--- src/logic/nic_regs_pkg.sv ---
// constants, field layouts and types shared by the command and bus configuration registers
// Overview of operation
// - receive go starts buffering, clears receive stop
// - mid-packet enable waits for idle line
// - receive stop waits for current packet end
// - tally counters ignore receive stop bit
// - zero write clears stop when both set
// - transmit go fetches descriptors then transmits
// - transmit go clears on list end, halt, abort
// - abort on any transmit control error flag
// - halt stops after frame, pointer stays put
// - halt examined only after status write-back
// - configuration register at index one, sixteen bits
// - hardware reset clears bits fifteen, thirteen only
// - configuration field layout as defined
// - command bits self-clear when command completes
// - writing zero to command bit does nothing; a zero written to the software reset bit clears it
// - configuration writes outside reset are ignored
// - software reset halts machines, crc, tallies
package nic_regs_pkg;

    localparam int unsigned ADDR_W = 12;
    localparam int unsigned DATA_W = 32;

    // register indices; byte address is four times the index
    localparam logic [9:0] CMD_IDX = 10'h000;
    localparam logic [9:0] CFG_IDX = 10'h001;
    localparam logic [9:0] STAT_IDX = 10'h002;

    // command register bit positions
    localparam int unsigned CMD_TX_HALT_BIT = 0;
    localparam int unsigned CMD_TX_GO_BIT = 1;
    localparam int unsigned CMD_RX_STOP_BIT = 2;
    localparam int unsigned CMD_RX_GO_BIT = 3;
    localparam int unsigned CMD_SW_RST_BIT = 7;

    // status register bit positions
    localparam int unsigned STAT_RX_BUF_BIT = 0;
    localparam int unsigned STAT_RX_BUSY_BIT = 1;
    localparam int unsigned STAT_RX_WAIT_BIT = 2;
    localparam int unsigned STAT_TX_ACT_BIT = 3;

    // configuration register masks
    localparam logic [15:0] CFG_WRITE_MASK = 16'hbfff;
    localparam logic [15:0] CFG_HW_RST_CLEAR = 16'ha000;

    // reset values of command bits
    localparam logic CMD_SW_RST_RESET = 1'b1;
    localparam logic CMD_RX_STOP_RESET = 1'b1;

    typedef struct packed {
        logic extended_bus_select;
        logic zero14;
        logic latched_retry;
        logic [1:0] programmable_output_bits;
        logic synchronous_bus_select;
        logic [1:0] user_pin_bits;
        logic [1:0] wait_state_count;
        logic data_width_select;
        logic dma_block_mode;
        logic [1:0] receive_fifo_threshold;
        logic [1:0] transmit_fifo_threshold;
    } cfg_fields_t;

    typedef struct packed {
        logic excessive_collisions;
        logic excessive_deferral;
        logic fifo_underrun;
        logic byte_count_mismatch;
    } tx_abort_t;

    typedef struct packed {
        logic state_machine_reset;
        logic crc_gen_en;
        logic tally_count_en;
        logic rx_buffering;
        logic rx_fifo_en;
    } engine_ctl_t;

    typedef enum logic [1:0] {RX_OFF, RX_WAIT_ON, RX_ON, RX_WAIT_OFF} rx_state_t;
    typedef enum logic {TX_IDLE, TX_SEND} tx_state_t;

endpackage

--- src/logic/nic_command_and_bus_config_regs.sv ---
// command and bus cycle configuration registers behind an apb slave
`timescale 1ns/1ps
module nic_command_and_bus_config_regs (
    input wire logic clk_sys,
    input wire logic sys_rst,
    input wire logic psel,
    input wire logic penable,
    input wire logic pwrite,
    input wire logic [nic_regs_pkg::ADDR_W-1:0] paddr,
    input wire logic [nic_regs_pkg::DATA_W-1:0] pwdata,
    input wire logic [3:0] pstrb,
    output logic [nic_regs_pkg::DATA_W-1:0] prdata,
    output logic pready,
    output logic pslverr,
    input wire logic mac_rx_busy,
    input wire logic tx_status_written,
    input wire logic tx_eol_found,
    input wire nic_regs_pkg::tx_abort_t tx_abort,
    output nic_regs_pkg::cfg_fields_t cfg,
    output nic_regs_pkg::engine_ctl_t engine,
    output logic tx_go,
    output logic tx_fetch_start,
    output logic tx_halted
);
    import nic_regs_pkg::*;

    // bus decode
    logic setup;
    logic access;
    logic [9:0] idx;
    logic mapped;
    logic wr_cmd;
    logic wr_cfg;
    logic [15:0] cfg_word;

    // bus answer registers
    logic pready_d;
    logic pslverr_d;
    logic [DATA_W-1:0] prdata_d;
    logic [DATA_W-1:0] rd_value;

    // command bits
    logic sw_rst_q;
    logic sw_rst_d;
    logic rx_stop_q;
    logic rx_stop_d;
    rx_state_t rx_state_q;
    rx_state_t rx_state_d;
    logic cmd_live;
    logic wr_rx_go;
    logic wr_rx_stop;
    logic wr_rx_stop_zero;
    logic rx_go_bit;

    // engine controls
    engine_ctl_t engine_d;

    // transmit command
    logic tx_go_set;
    logic tx_halt_set;
    logic tx_halt_bit;
    logic tx_sm_rst;

    ////////////////////////////////////////////////////////////////////////////
    // apb decode: a setup cycle is answered in the following access cycle
    always_comb begin
        setup = psel && !penable;
        access = psel && penable && pready;
        idx = paddr[ADDR_W-1:2];
        mapped = (paddr[1:0] == 2'b00) && (idx == CMD_IDX || idx == CFG_IDX || idx == STAT_IDX);
    end

    // command writes only use the low byte lane, where all live bits sit
    assign wr_cmd = access && pwrite && mapped && idx == CMD_IDX && pstrb[0];
    // configuration is writable only while software reset holds the machines
    assign wr_cfg = access && pwrite && mapped && idx == CFG_IDX && sw_rst_q;

    // other command bits are ignored until software reset has been released
    assign cmd_live = wr_cmd && !sw_rst_q;
    assign wr_rx_go = cmd_live && pwdata[CMD_RX_GO_BIT];
    assign wr_rx_stop = cmd_live && pwdata[CMD_RX_STOP_BIT];
    assign wr_rx_stop_zero = cmd_live && !pwdata[CMD_RX_STOP_BIT];
    assign tx_go_set = cmd_live && pwdata[CMD_TX_GO_BIT]; // zero writes fall through
    assign tx_halt_set = cmd_live && pwdata[CMD_TX_HALT_BIT];
    assign tx_sm_rst = sys_rst || sw_rst_q;

    ////////////////////////////////////////////////////////////////////////////
    // software reset bit: set by hardware reset, written either way by software
    always_comb begin
        sw_rst_d = sw_rst_q;
        if (wr_cmd) begin
            sw_rst_d = pwdata[CMD_SW_RST_BIT];
        end
        if (sys_rst) begin
            sw_rst_d = CMD_SW_RST_RESET;
        end
    end

    always_ff @(posedge clk_sys) begin
        sw_rst_q <= sw_rst_d;
    end

    ////////////////////////////////////////////////////////////////////////////
    // receive enable and disable; a stop request outranks a go in the same write, except in RX_WAIT_OFF where the go wins
    always_comb begin
        rx_state_d = rx_state_q;
        rx_stop_d = rx_stop_q;
        unique case (rx_state_q)
            RX_OFF: begin
                if (wr_rx_stop) begin
                    rx_stop_d = 1'b1;
                end else if (wr_rx_go) begin
                    if (mac_rx_busy) begin
                        rx_state_d = RX_WAIT_ON; // never start inside a frame
                        rx_stop_d = 1'b1;
                    end else begin
                        rx_state_d = RX_ON;
                        rx_stop_d = 1'b0;
                    end
                end
            end
            RX_WAIT_ON: begin
                if (wr_rx_stop) begin
                    rx_state_d = RX_OFF;
                    rx_stop_d = 1'b1;
                end else if (!mac_rx_busy) begin
                    rx_state_d = RX_ON; // line idle, both bits resolve
                    rx_stop_d = 1'b0;
                end else if (wr_rx_stop_zero) begin
                    rx_stop_d = 1'b0;
                end
            end
            RX_ON: begin
                if (wr_rx_stop) begin
                    rx_stop_d = 1'b1;
                    if (mac_rx_busy) begin
                        rx_state_d = RX_WAIT_OFF; // finish the current packet
                    end else begin
                        rx_state_d = RX_OFF;
                    end
                end
            end
            RX_WAIT_OFF: begin
                if (wr_rx_go || wr_rx_stop_zero) begin
                    rx_state_d = RX_ON; // stop cleared while both set, disable withdrawn
                    rx_stop_d = 1'b0;
                end else if (!mac_rx_busy) begin
                    rx_state_d = RX_OFF; // packet done, go clears itself
                end
            end
        endcase
        if (sw_rst_q) begin
            rx_state_d = RX_OFF;
            rx_stop_d = 1'b1;
        end
        if (sys_rst) begin
            rx_state_d = RX_OFF;
            rx_stop_d = CMD_RX_STOP_RESET;
        end
    end

    always_ff @(posedge clk_sys) begin
        rx_state_q <= rx_state_d;
        rx_stop_q <= rx_stop_d;
    end

    assign rx_go_bit = (rx_state_q != RX_OFF);

    ////////////////////////////////////////////////////////////////////////////
    // controls handed to the receive engine, crc generator and tally block
    always_comb begin
        engine_d.state_machine_reset = sw_rst_d || sys_rst;
        engine_d.crc_gen_en = !sw_rst_d && !sys_rst;
        // tallies only follow software and hardware reset, never the receive stop bit
        engine_d.tally_count_en = !sw_rst_d && !sys_rst;
        engine_d.rx_buffering = (rx_state_d == RX_ON) || (rx_state_d == RX_WAIT_OFF);
        engine_d.rx_fifo_en = engine_d.rx_buffering;
    end

    // registered from the next-state values so the outputs come straight from flops, in step with the state
    always_ff @(posedge clk_sys) begin
        engine <= engine_d;
    end

    ////////////////////////////////////////////////////////////////////////////
    // transmit go and halt sequencing
    transmit_cmd_ctrl u_tx_cmd (
        .clk_sys(clk_sys),
        .sm_rst(tx_sm_rst),
        .go_set(tx_go_set), // software keeps filter load apart from this
        .halt_set(tx_halt_set),
        .status_written(tx_status_written),
        .eol_found(tx_eol_found),
        .abort_flags(tx_abort),
        .go_q(tx_go),
        .halt_q(tx_halt_bit),
        .fetch_start_q(tx_fetch_start),
        .halted_q(tx_halted)
    );

    // bus cycle configuration word
    config_word_reg u_cfg (
        .clk_sys(clk_sys),
        .sys_rst(sys_rst),
        .wr_en(wr_cfg),
        .wdata(pwdata[15:0]),
        .be(pstrb[1:0]),
        .cfg_q(cfg)
    );

    assign cfg_word = 16'(cfg);

    ////////////////////////////////////////////////////////////////////////////
    // read mux; upper sixteen bits and unused bits read as zero
    always_comb begin
        rd_value = 32'h0000_0000;
        unique case (idx)
            CMD_IDX: begin
                rd_value[CMD_TX_HALT_BIT] = tx_halt_bit;
                rd_value[CMD_TX_GO_BIT] = tx_go;
                rd_value[CMD_RX_STOP_BIT] = rx_stop_q;
                rd_value[CMD_RX_GO_BIT] = rx_go_bit;
                rd_value[CMD_SW_RST_BIT] = sw_rst_q;
            end
            CFG_IDX: begin
                rd_value[15:0] = cfg_word; // readable whether or not software reset is set
            end
            STAT_IDX: begin
                rd_value[STAT_RX_BUF_BIT] = engine.rx_buffering;
                rd_value[STAT_RX_BUSY_BIT] = mac_rx_busy;
                rd_value[STAT_RX_WAIT_BIT] = (rx_state_q == RX_WAIT_ON) || (rx_state_q == RX_WAIT_OFF);
                rd_value[STAT_TX_ACT_BIT] = tx_go;
            end
            default: begin
                rd_value = 32'h0000_0000;
            end
        endcase
        if (!mapped) begin
            rd_value = 32'h0000_0000;
        end
    end

    // answer registers: read data is captured at the setup edge
    always_comb begin
        pready_d = setup;
        pslverr_d = setup && !mapped;
        prdata_d = prdata;
        if (setup) begin
            prdata_d = pwrite ? 32'h0000_0000 : rd_value;
        end
        if (sys_rst) begin
            pready_d = 1'b0;
            pslverr_d = 1'b0;
            prdata_d = 32'h0000_0000;
        end
    end

    always_ff @(posedge clk_sys) begin
        pready <= pready_d;
        pslverr <= pslverr_d;
        prdata <= prdata_d;
    end
endmodule

--- src/logic/config_word_reg.sv ---
// storage of the bus cycle configuration word
`timescale 1ns/1ps
module config_word_reg (
    input wire logic clk_sys,
    input wire logic sys_rst,
    input wire logic wr_en,
    input wire logic [15:0] wdata,
    input wire logic [1:0] be,
    output nic_regs_pkg::cfg_fields_t cfg_q
);
    import nic_regs_pkg::*;

    logic [15:0] word_q;
    logic [15:0] word_d;

    ////////////////////////////////////////////////////////////////////////////
    // next value: only the two reset bits are touched by hardware reset
    always_comb begin
        word_d = word_q;
        if (sys_rst) begin
            word_d = word_q & ~CFG_HW_RST_CLEAR;
        end else if (wr_en) begin
            if (be[0]) begin
                word_d[7:0] = wdata[7:0];
            end
            if (be[1]) begin
                word_d[15:8] = wdata[15:8];
            end
            word_d = word_d & CFG_WRITE_MASK;
        end
    end

    // other bits keep their prior value across reset, so they are unknown until programmed
    always_ff @(posedge clk_sys) begin
        word_q <= word_d;
    end

    assign cfg_q = cfg_fields_t'(word_q);
endmodule

--- src/logic/transmit_cmd_ctrl.sv ---
// transmit go and halt command sequencing
`timescale 1ns/1ps
module transmit_cmd_ctrl (
    input wire logic clk_sys,
    input wire logic sm_rst,
    input wire logic go_set,
    input wire logic halt_set,
    input wire logic status_written,
    input wire logic eol_found,
    input wire nic_regs_pkg::tx_abort_t abort_flags,
    output logic go_q,
    output logic halt_q,
    output logic fetch_start_q,
    output logic halted_q
);
    import nic_regs_pkg::*;

    tx_state_t state_q;
    tx_state_t state_d;
    logic go_d;
    logic halt_d;
    logic fetch_start_d;
    logic halted_d;
    logic abort;
    logic halt_now;
    logic stop;

    ////////////////////////////////////////////////////////////////////////////
    // any error flag of the transmit control register aborts the queue
    assign abort = |abort_flags;
    // halt is looked at only once the descriptor status word is back in memory
    assign halt_now = status_written && (halt_q || halt_set);
    assign stop = abort || eol_found || halt_now;

    always_comb begin
        state_d = state_q;
        go_d = go_q;
        halt_d = halt_q;
        fetch_start_d = 1'b0;
        halted_d = 1'b0;
        unique case (state_q)
            TX_IDLE: begin
                halt_d = 1'b0; // nothing to halt, command completes at once
                if (go_set) begin
                    state_d = TX_SEND;
                    go_d = 1'b1;
                    fetch_start_d = 1'b1;
                end
            end
            TX_SEND: begin
                if (halt_set) begin
                    halt_d = 1'b1;
                end
                if (stop) begin
                    state_d = TX_IDLE;
                    go_d = 1'b0;
                    halt_d = 1'b0;
                    halted_d = halt_now && !abort && !eol_found; // engine keeps its descriptor pointer
                    if (go_set) begin
                        // a fresh go in the stop cycle wins over the clear
                        state_d = TX_SEND;
                        go_d = 1'b1;
                        fetch_start_d = 1'b1;
                    end
                end
            end
        endcase
        if (sm_rst) begin
            state_d = TX_IDLE;
            go_d = 1'b0;
            halt_d = 1'b0;
            fetch_start_d = 1'b0;
            halted_d = 1'b0;
        end
    end

    always_ff @(posedge clk_sys) begin
        state_q <= state_d;
        go_q <= go_d;
        halt_q <= halt_d;
        fetch_start_q <= fetch_start_d;
        halted_q <= halted_d;
    end
endmodule

--- config.mk ---
export PLATFORM = sky130hd
export DESIGN_NAME = nic_command_and_bus_config_regs
export DESIGN_NICKNAME = d
export VERILOG_FILES = /design/src/logic/nic_regs_pkg.sv /design/src/logic/nic_command_and_bus_config_regs.sv /design/src/logic/config_word_reg.sv /design/src/logic/transmit_cmd_ctrl.sv
export SDC_FILE = /design/constraint.sdc
export NUM_CORES = 1
export LEC_CHECK = 0
export BUFFER_PORTS_ARGS = -buffer_cell sky130_fd_sc_hd__buf_2
export CORE_ASPECT_RATIO = 0.75
export CORE_MARGIN = 3
export CORE_UTILIZATION = 44
export DETAILED_ROUTE_END_ITERATION = 8
export GPL_TIMING_DRIVEN = 0
export HOLD_SLACK_MARGIN = 0.08
export PLACE_DENSITY = 0.8
export RECOVER_POWER = 25
export SETUP_SLACK_MARGIN = 0.3
export SLEW_MARGIN = 10
export SYNTH_ARGS = -nofsm -noshare
export SYNTH_HDL_FRONTEND = slang
export SYNTH_HIERARCHICAL = 1
export SYNTH_SLANG_ARGS = --single-unit
--- constraint.sdc ---
create_clock -name clk_sys -period 3.1 [get_ports clk_sys]
set_input_delay 0.62 -clock clk_sys [delete_from_list [all_inputs] [get_ports clk_sys]]
set_output_delay 0.62 -clock clk_sys [all_outputs]
set_load 0.005 [all_outputs]
### Yosys cells after proc, flatten, opt, wreduce, memory -nomap -nowiden

Index checks and enable logic that the tools add are counted.

* register bits after elaboration: 61
* input bits: 60
* output and inout port bits: 58

* equality and inequality tests: 14
* mux-type cells: 40
* bitwise operators: 3
* reduce and logical (&&, ||, !) cells: 51

Operators by type and width (count)
* 32-bit two-way mux: 1
* 2-bit two-way mux: 11
* 1-bit logical AND: 21
* 1-bit two-way mux: 17
* 16-bit two-way mux: 1
* 4-bit one-hot mux with 3 select lines: 1
* 10-bit by 1-bit == test with 1-bit output, second input constant: 1
* 10-bit by 2-bit == test with 1-bit output, second input constant: 1
* 10-bit logical NOT: 1
* 1-bit logical OR: 10
* 1-bit one-hot mux with 2 select lines: 5
* 2-bit == test, second input constant: 4
* 1-bit logical NOT: 8
* 8-bit two-way mux: 1
* 2-bit != test, second input constant: 4
* 2-bit one-hot mux with 4 select lines: 1
* 3-bit AND reduction: 2
* 2-bit logical NOT: 2
* 4-bit != test, second input constant: 1
* 1-bit one-hot mux with 4 select lines: 1
* 2-bit AND reduction: 2
* 4-bit AND reduction: 1
* 4-bit OR reduction: 1
* 3-bit two-way mux: 1
* 7 further kinds: 9

### Longest topological paths before layout

* depth after elaboration: 16
* depth in mapped cells: 8

### By module

Netlist, hierarchy kept.

By module, submodules not included
* nic_command_and_bus_config_regs: times used 1, cells each 162, area each 1368.8 µm²
* config_word_reg: times used 1, cells each 26, area each 499.2 µm²
* transmit_cmd_ctrl: times used 1, cells each 21, area each 209.0 µm²

### Least setup slack after synthesis

OpenSTA, ideal clock, no wires.

* path type: input to register
* from: in paddr[11] (netlist bit)
* to: reg u_cfg.word_q[10], in the netlist u_cfg/cfg_q[10], enable pin
* library setup time: 340 ps
* arrival: 2023 ps
* setup slack: 737 ps
* stages: 6
* path buffers: 1
* cell sequence: nor4_1 > nand3_1 > buf_2 > nor3_1 > nand2_1 > nor2_1

* longest elaborated chain between the ends: 8
* elaborated cells between the ends (all ways): 10

RTL lines
* from (decl): line nic_command_and_bus_config_regs.sv:9 `input wire logic [nic_regs_pkg::ADDR_W-1:0] paddr,`
* 10-bit by 1-bit == test with 1-bit output or 10-bit logical NOT (tied branches): line nic_command_and_bus_config_regs.sv:70, nic_command_and_bus_config_regs.sv:76
* 1-bit logical OR (2 in series): line nic_command_and_bus_config_regs.sv:70 `mapped = (paddr[1:0] == 2'b00) && (idx == CMD_IDX || idx == CFG_IDX || idx == STAT_IDX);`
* 1-bit logical AND: line nic_command_and_bus_config_regs.sv:70
* 1-bit logical AND: line nic_command_and_bus_config_regs.sv:76 `assign wr_cfg = access && pwrite && mapped && idx == CFG_IDX && sw_rst_q;`
* 1-bit logical AND * (2 in series): line nic_command_and_bus_config_regs.sv:76
* via wr_cfg: line nic_command_and_bus_config_regs.sv:33 `logic wr_cfg;`
* 3-bit AND reduction (no line) *
* to (signal assigned): line config_word_reg.sv:35 `word_q <= word_d;`
* to (decl): line config_word_reg.sv:13 `logic [15:0] word_q;`

Mark *: on every way through the listed nets, which the timed path passes. The rest lies on a longest branch.
A chain may end at the register's enable or synchronous reset.

### Final worst setup path

* from: in paddr[11] (netlist bit)
* to: reg u_cfg.word_q[9], in the netlist u_cfg/cfg_q[9], enable pin

Same word-level chain as after synthesis.

==> results summary <==
The run finished with clean final reports. The startpoint of the most critical register-to-register path is sw_rst_q. The final antenna-violating net count is 0. The share of flip-flops with an asynchronous set or reset after synthesis is 0%. For hold timing, the worst endpoint is prdata[7]. The die area is 5589 sq um. The worst-path maximum fanout is 10. The number of antenna diodes came out at 0. The routed via count is 1863. The count of endpoints failing setup in the final report came out at 0. The placed cell count came out at 358. The arrival time of data at the critical path endpoint came out at between 2 and 2.5 ns. The register-to-register setup slack came out at between 0.9 and 1 ns. In this run the most critical hold path is launched from prdata[7]. Clock latency on the worst-skew pair, taken at its later pin, is 0.30 ns. The number of cells on the worst reg-to-reg path came out at 6.

After global routing the overflow that remains totals 0. The total area of sequential cells is ~1000 sq um. The largest incremental delay on the critical path is 0.39 ns. The post-route cell area came out at 2684 sq um. Cells with a size suffix above 1 make up 36.66% of the layout. The average instance in the mapped netlist occupies 9.938 sq um. The cell accounting for the most synthesized area is sky130_fd_sc_hd__dfxtp_1. The I/O pin total came out at 118. The number of iterations in the first detailed-routing pass came out at 4. The final period utilization is 77.93%. The chip width came out at 85.34 um. The deepest level of the CTS H-tree came out at 2. The post-route setup TNS is 0 ns. Leaving out fill and tap cells, the most frequent cell in the layout is sky130_fd_sc_hd__buf_2.

The shortest clock period the worst path allows after layout came out at 2.416 ns. The initial core utilization is 48.54%. The number of port buffers is 79.

The worst setup slack before clock tree synthesis is 0.1693 ns. The cell with the biggest individual delay on the critical path is sky130_fd_sc_hd__nor2_1. The leakage power is 0.001135 uW. The area of the core is 4279 sq um. The cell type with the highest occurrence count on the critical path is sky130_fd_sc_hd__buf_2. The clock net in this run drives a total of 45 sinks. The max-slew violation count is 0. The worst setup skew after layout is ~0.0065 ns.

The post-detailed-route via-to-cell ratio came out at 5.090. The slew at the pin closest to its max-slew limit came out at about 0.66 ns. The worst setup path is of the input pin to flop kind.

The hold path depth is 2. The total number of nets in the final design came out at between 300 and 400. The CTS buffer count is 5. The pin count of the biggest net entering global routing came out at 16. The most used flip-flop cell after synthesis is sky130_fd_sc_hd__dfxtp_1. For this run, the number of standard cells in the final layout without fillers is 366. The sum of met2 wire segment lengths after detailed routing came out at 2092 um. The overall track demand over capacity in global routing is 17.73%. The share of the synthesized area in the top cell type came out at 30.84%. The vertical die dimension is 65.50 um. The worst setup path is captured at a flop.

The number of instances resized during post-cts repair is 0. Setup repair after global routing left no endpoint under its margin. Across the run, the number of max-cap violations was 0. The number of hold violations in the final report is 0. The kind of path behind the tightest hold check is flop to flop. The via count of the first global-routing pass was 1586. By area the synthesized netlist is led by sky130_fd_sc_hd__dfxtp_1 31%, sky130_fd_sc_hd__edfxtp_1 19%, sky130_fd_sc_hd__buf_4 7.2%, sky130_fd_sc_hd__a22oi_1 5.8%, sky130_fd_sc_hd__nor2_1 3.6%.

The number of buffers inserted by hold repair at cts came out at 0. Dividing total power by cell area gives a power density of 394.3 nW/um^2. The clock-pin slew reported for the worst setup and hold paths after clock tree synthesis is 0.09 ns. The synthesized netlist cell count came out at 209. The area of the mapped netlist came out at 2077 sq um.

The total detailed-routing wirelength is 5044 um. The floorplan has 20 rows. The number of synthesized register bits came out at 45. The number of enable flip-flop cells after synthesis is 13. The wire length of the first global-routing pass came out at 7762 um. The count of filler cells inserted in the layout came out at 381. The tree is rooted in a sky130_fd_sc_hd__clkbuf_8. The area used by multi-input combinational logic came out at 898.4 sq um. In the layout the commonest cells are 74 x sky130_fd_sc_hd__buf_2, 32 x sky130_fd_sc_hd__dfxtp_1, 20 x sky130_fd_sc_hd__nor2_1, 20 x sky130_fd_sc_hd__buf_4, 17 x sky130_fd_sc_hd__conb_1. The worst slew slack as a fraction of its limit came out at 55.64%. The layout overhead on the synthesized area came out at 29.22%.

The initial antenna violation count came out at 0. The count of buffers added by post-CTS timing repair for setup came out at 0. Summed over all nets, wire length on met3 after detailed routing comes to 581 um. The startpoint type of the worst setup path is an input pin. The warning count from the yosys run came out at 6. The post-placement cell area came out at 2597 sq um. The detailed router used layers up to and including met4. For the worst setup path, the data required time is between 3 and 4 ns. The number of DRC markers in iteration 0 came out at about 110.

The peak supply drop came out at 0.0002976 V. The HPWL after detailed placement is 3892 um. The capture point of the worst reg-to-reg path is u_cfg/cfg_q[9]. The sequential fraction of the synthesis area came out at 49.64%.

The final weighted congestion in routability-driven placement came out at 0.8946. The detailed router put a total of around 2300 um of wire on met1. The synthesized netlist contains between 40 and 50 unique library cells. The count of unresolved DRC violations after routing is 0. The buffer depth of the longest clock path is 2.

The routed wire length per instance is 13.78 um. Setup slack on the critical path of the routed design comes to 0.6842 ns. Static timing analysis puts the maximum clock frequency at 413.9 MHz. The TritonCTS clock tree is built. Walking the worst path, the cells encountered are buf_2, nor4_1, nand3_1, buf_2, nor3_2, nand2_1, nor2_1.
[Yosys cell counts, drive strengths merged, types with 2 or more instances]
cell type and number:
inv 6, buf 23, a21oi 9, a21bo 2, conb 2, nand2 13
a211oi 3, dfxtp 32, a211o 2, and3b 3, a21boi 2, nor2b 4
clkbuf 6, nor4 9, a22oi 16, o21ai 5, nand2b 5, nor3 5
o311ai 3, nand3 5, edfxtp 13, o31ai 2, nor2 20, mux2 3
o41ai 2, and2 4
[where the power goes]
part	total (uW)	switching [uW]	internal, uW
logic	82.9	43.2	39.8
registers	606	0.879	605
clock network	370	210	160
total	1060	254	805
[how the worst max path moves through the flow]
stage | from | to | slack, ns | depth (start not counted)
floorplan | paddr[11] | u_cfg/cfg_q[10] | 0.74 | 6
global placement | paddr[11] | u_cfg/cfg_q[11] | 0.22 | 7
detailed placement | paddr[11] | u_cfg/cfg_q[8] | 0.17 | 7
CTS | paddr[11] | u_cfg/cfg_q[9] | 0.49 | 7
global route | paddr[7] | u_cfg/cfg_q[9] | 0.44 | 7
finish | paddr[11] | u_cfg/cfg_q[9] | 0.68 | 7
[through the flow]
step	utilization [%]	power, uW	hold WS [ns]
2_1_floorplan	-	661.6	0.4483
3_3_place_gp	60.70	699.9	0.4405
3_5_place_dp	60.70	701.5	0.4525
4_1_cts	62.81	1064	0.4635
5_1_grt	62.72	1108	0.4715
6_report	62.72	1058	0.4585
[per-layer routing]
metal  track usage [%]  vias to the layer above
met5                 0                        -
li1                  -                      931
met1             25.66                      837
met4             3.557                        0
met2             25.58                       91
met3             6.015                        4
[logic make-up (layout without fill, tap and decap cells)]
| kind of cell | after synthesis | count (layout) | synth area share, % |
|---|---|---|---|
| other cells | 2 | 17 | 0.3616 |
| simple gates | 71 | 71 | 19.70 |
| mux | 3 | 3 | 1.626 |
| compound gates | 53 | 53 | 18.62 |
| flops | 45 | 45 | 49.64 |
| buf+inv | 35 | 122 | 10.06 |
[critical path, delay by kind of cell]
family / cells / cell delay [ns]
buffers and inverters: 2 / 0.37
AND/OR/NAND/NOR: 5 / 1.36
[final cells by class]
class                      count  share of cell area (%)
timing repair buffer          79                   14.41
tap                           55                   2.564
inverter                       6                  0.8392
clock buffer                   5                   2.564
clock inverter                 3                  0.7925
buffer                        29                   6.946
sequential                    45                   38.42
multi-input combinational    144                   33.47
[sequential cells by signal (all words and copies together) (netlist names), 2 cells and up]
signal       flops
engine           3
u_cfg/cfg_q     15
rx_state_q       2
prdata          16
Power figures use the tool's default switching activity.
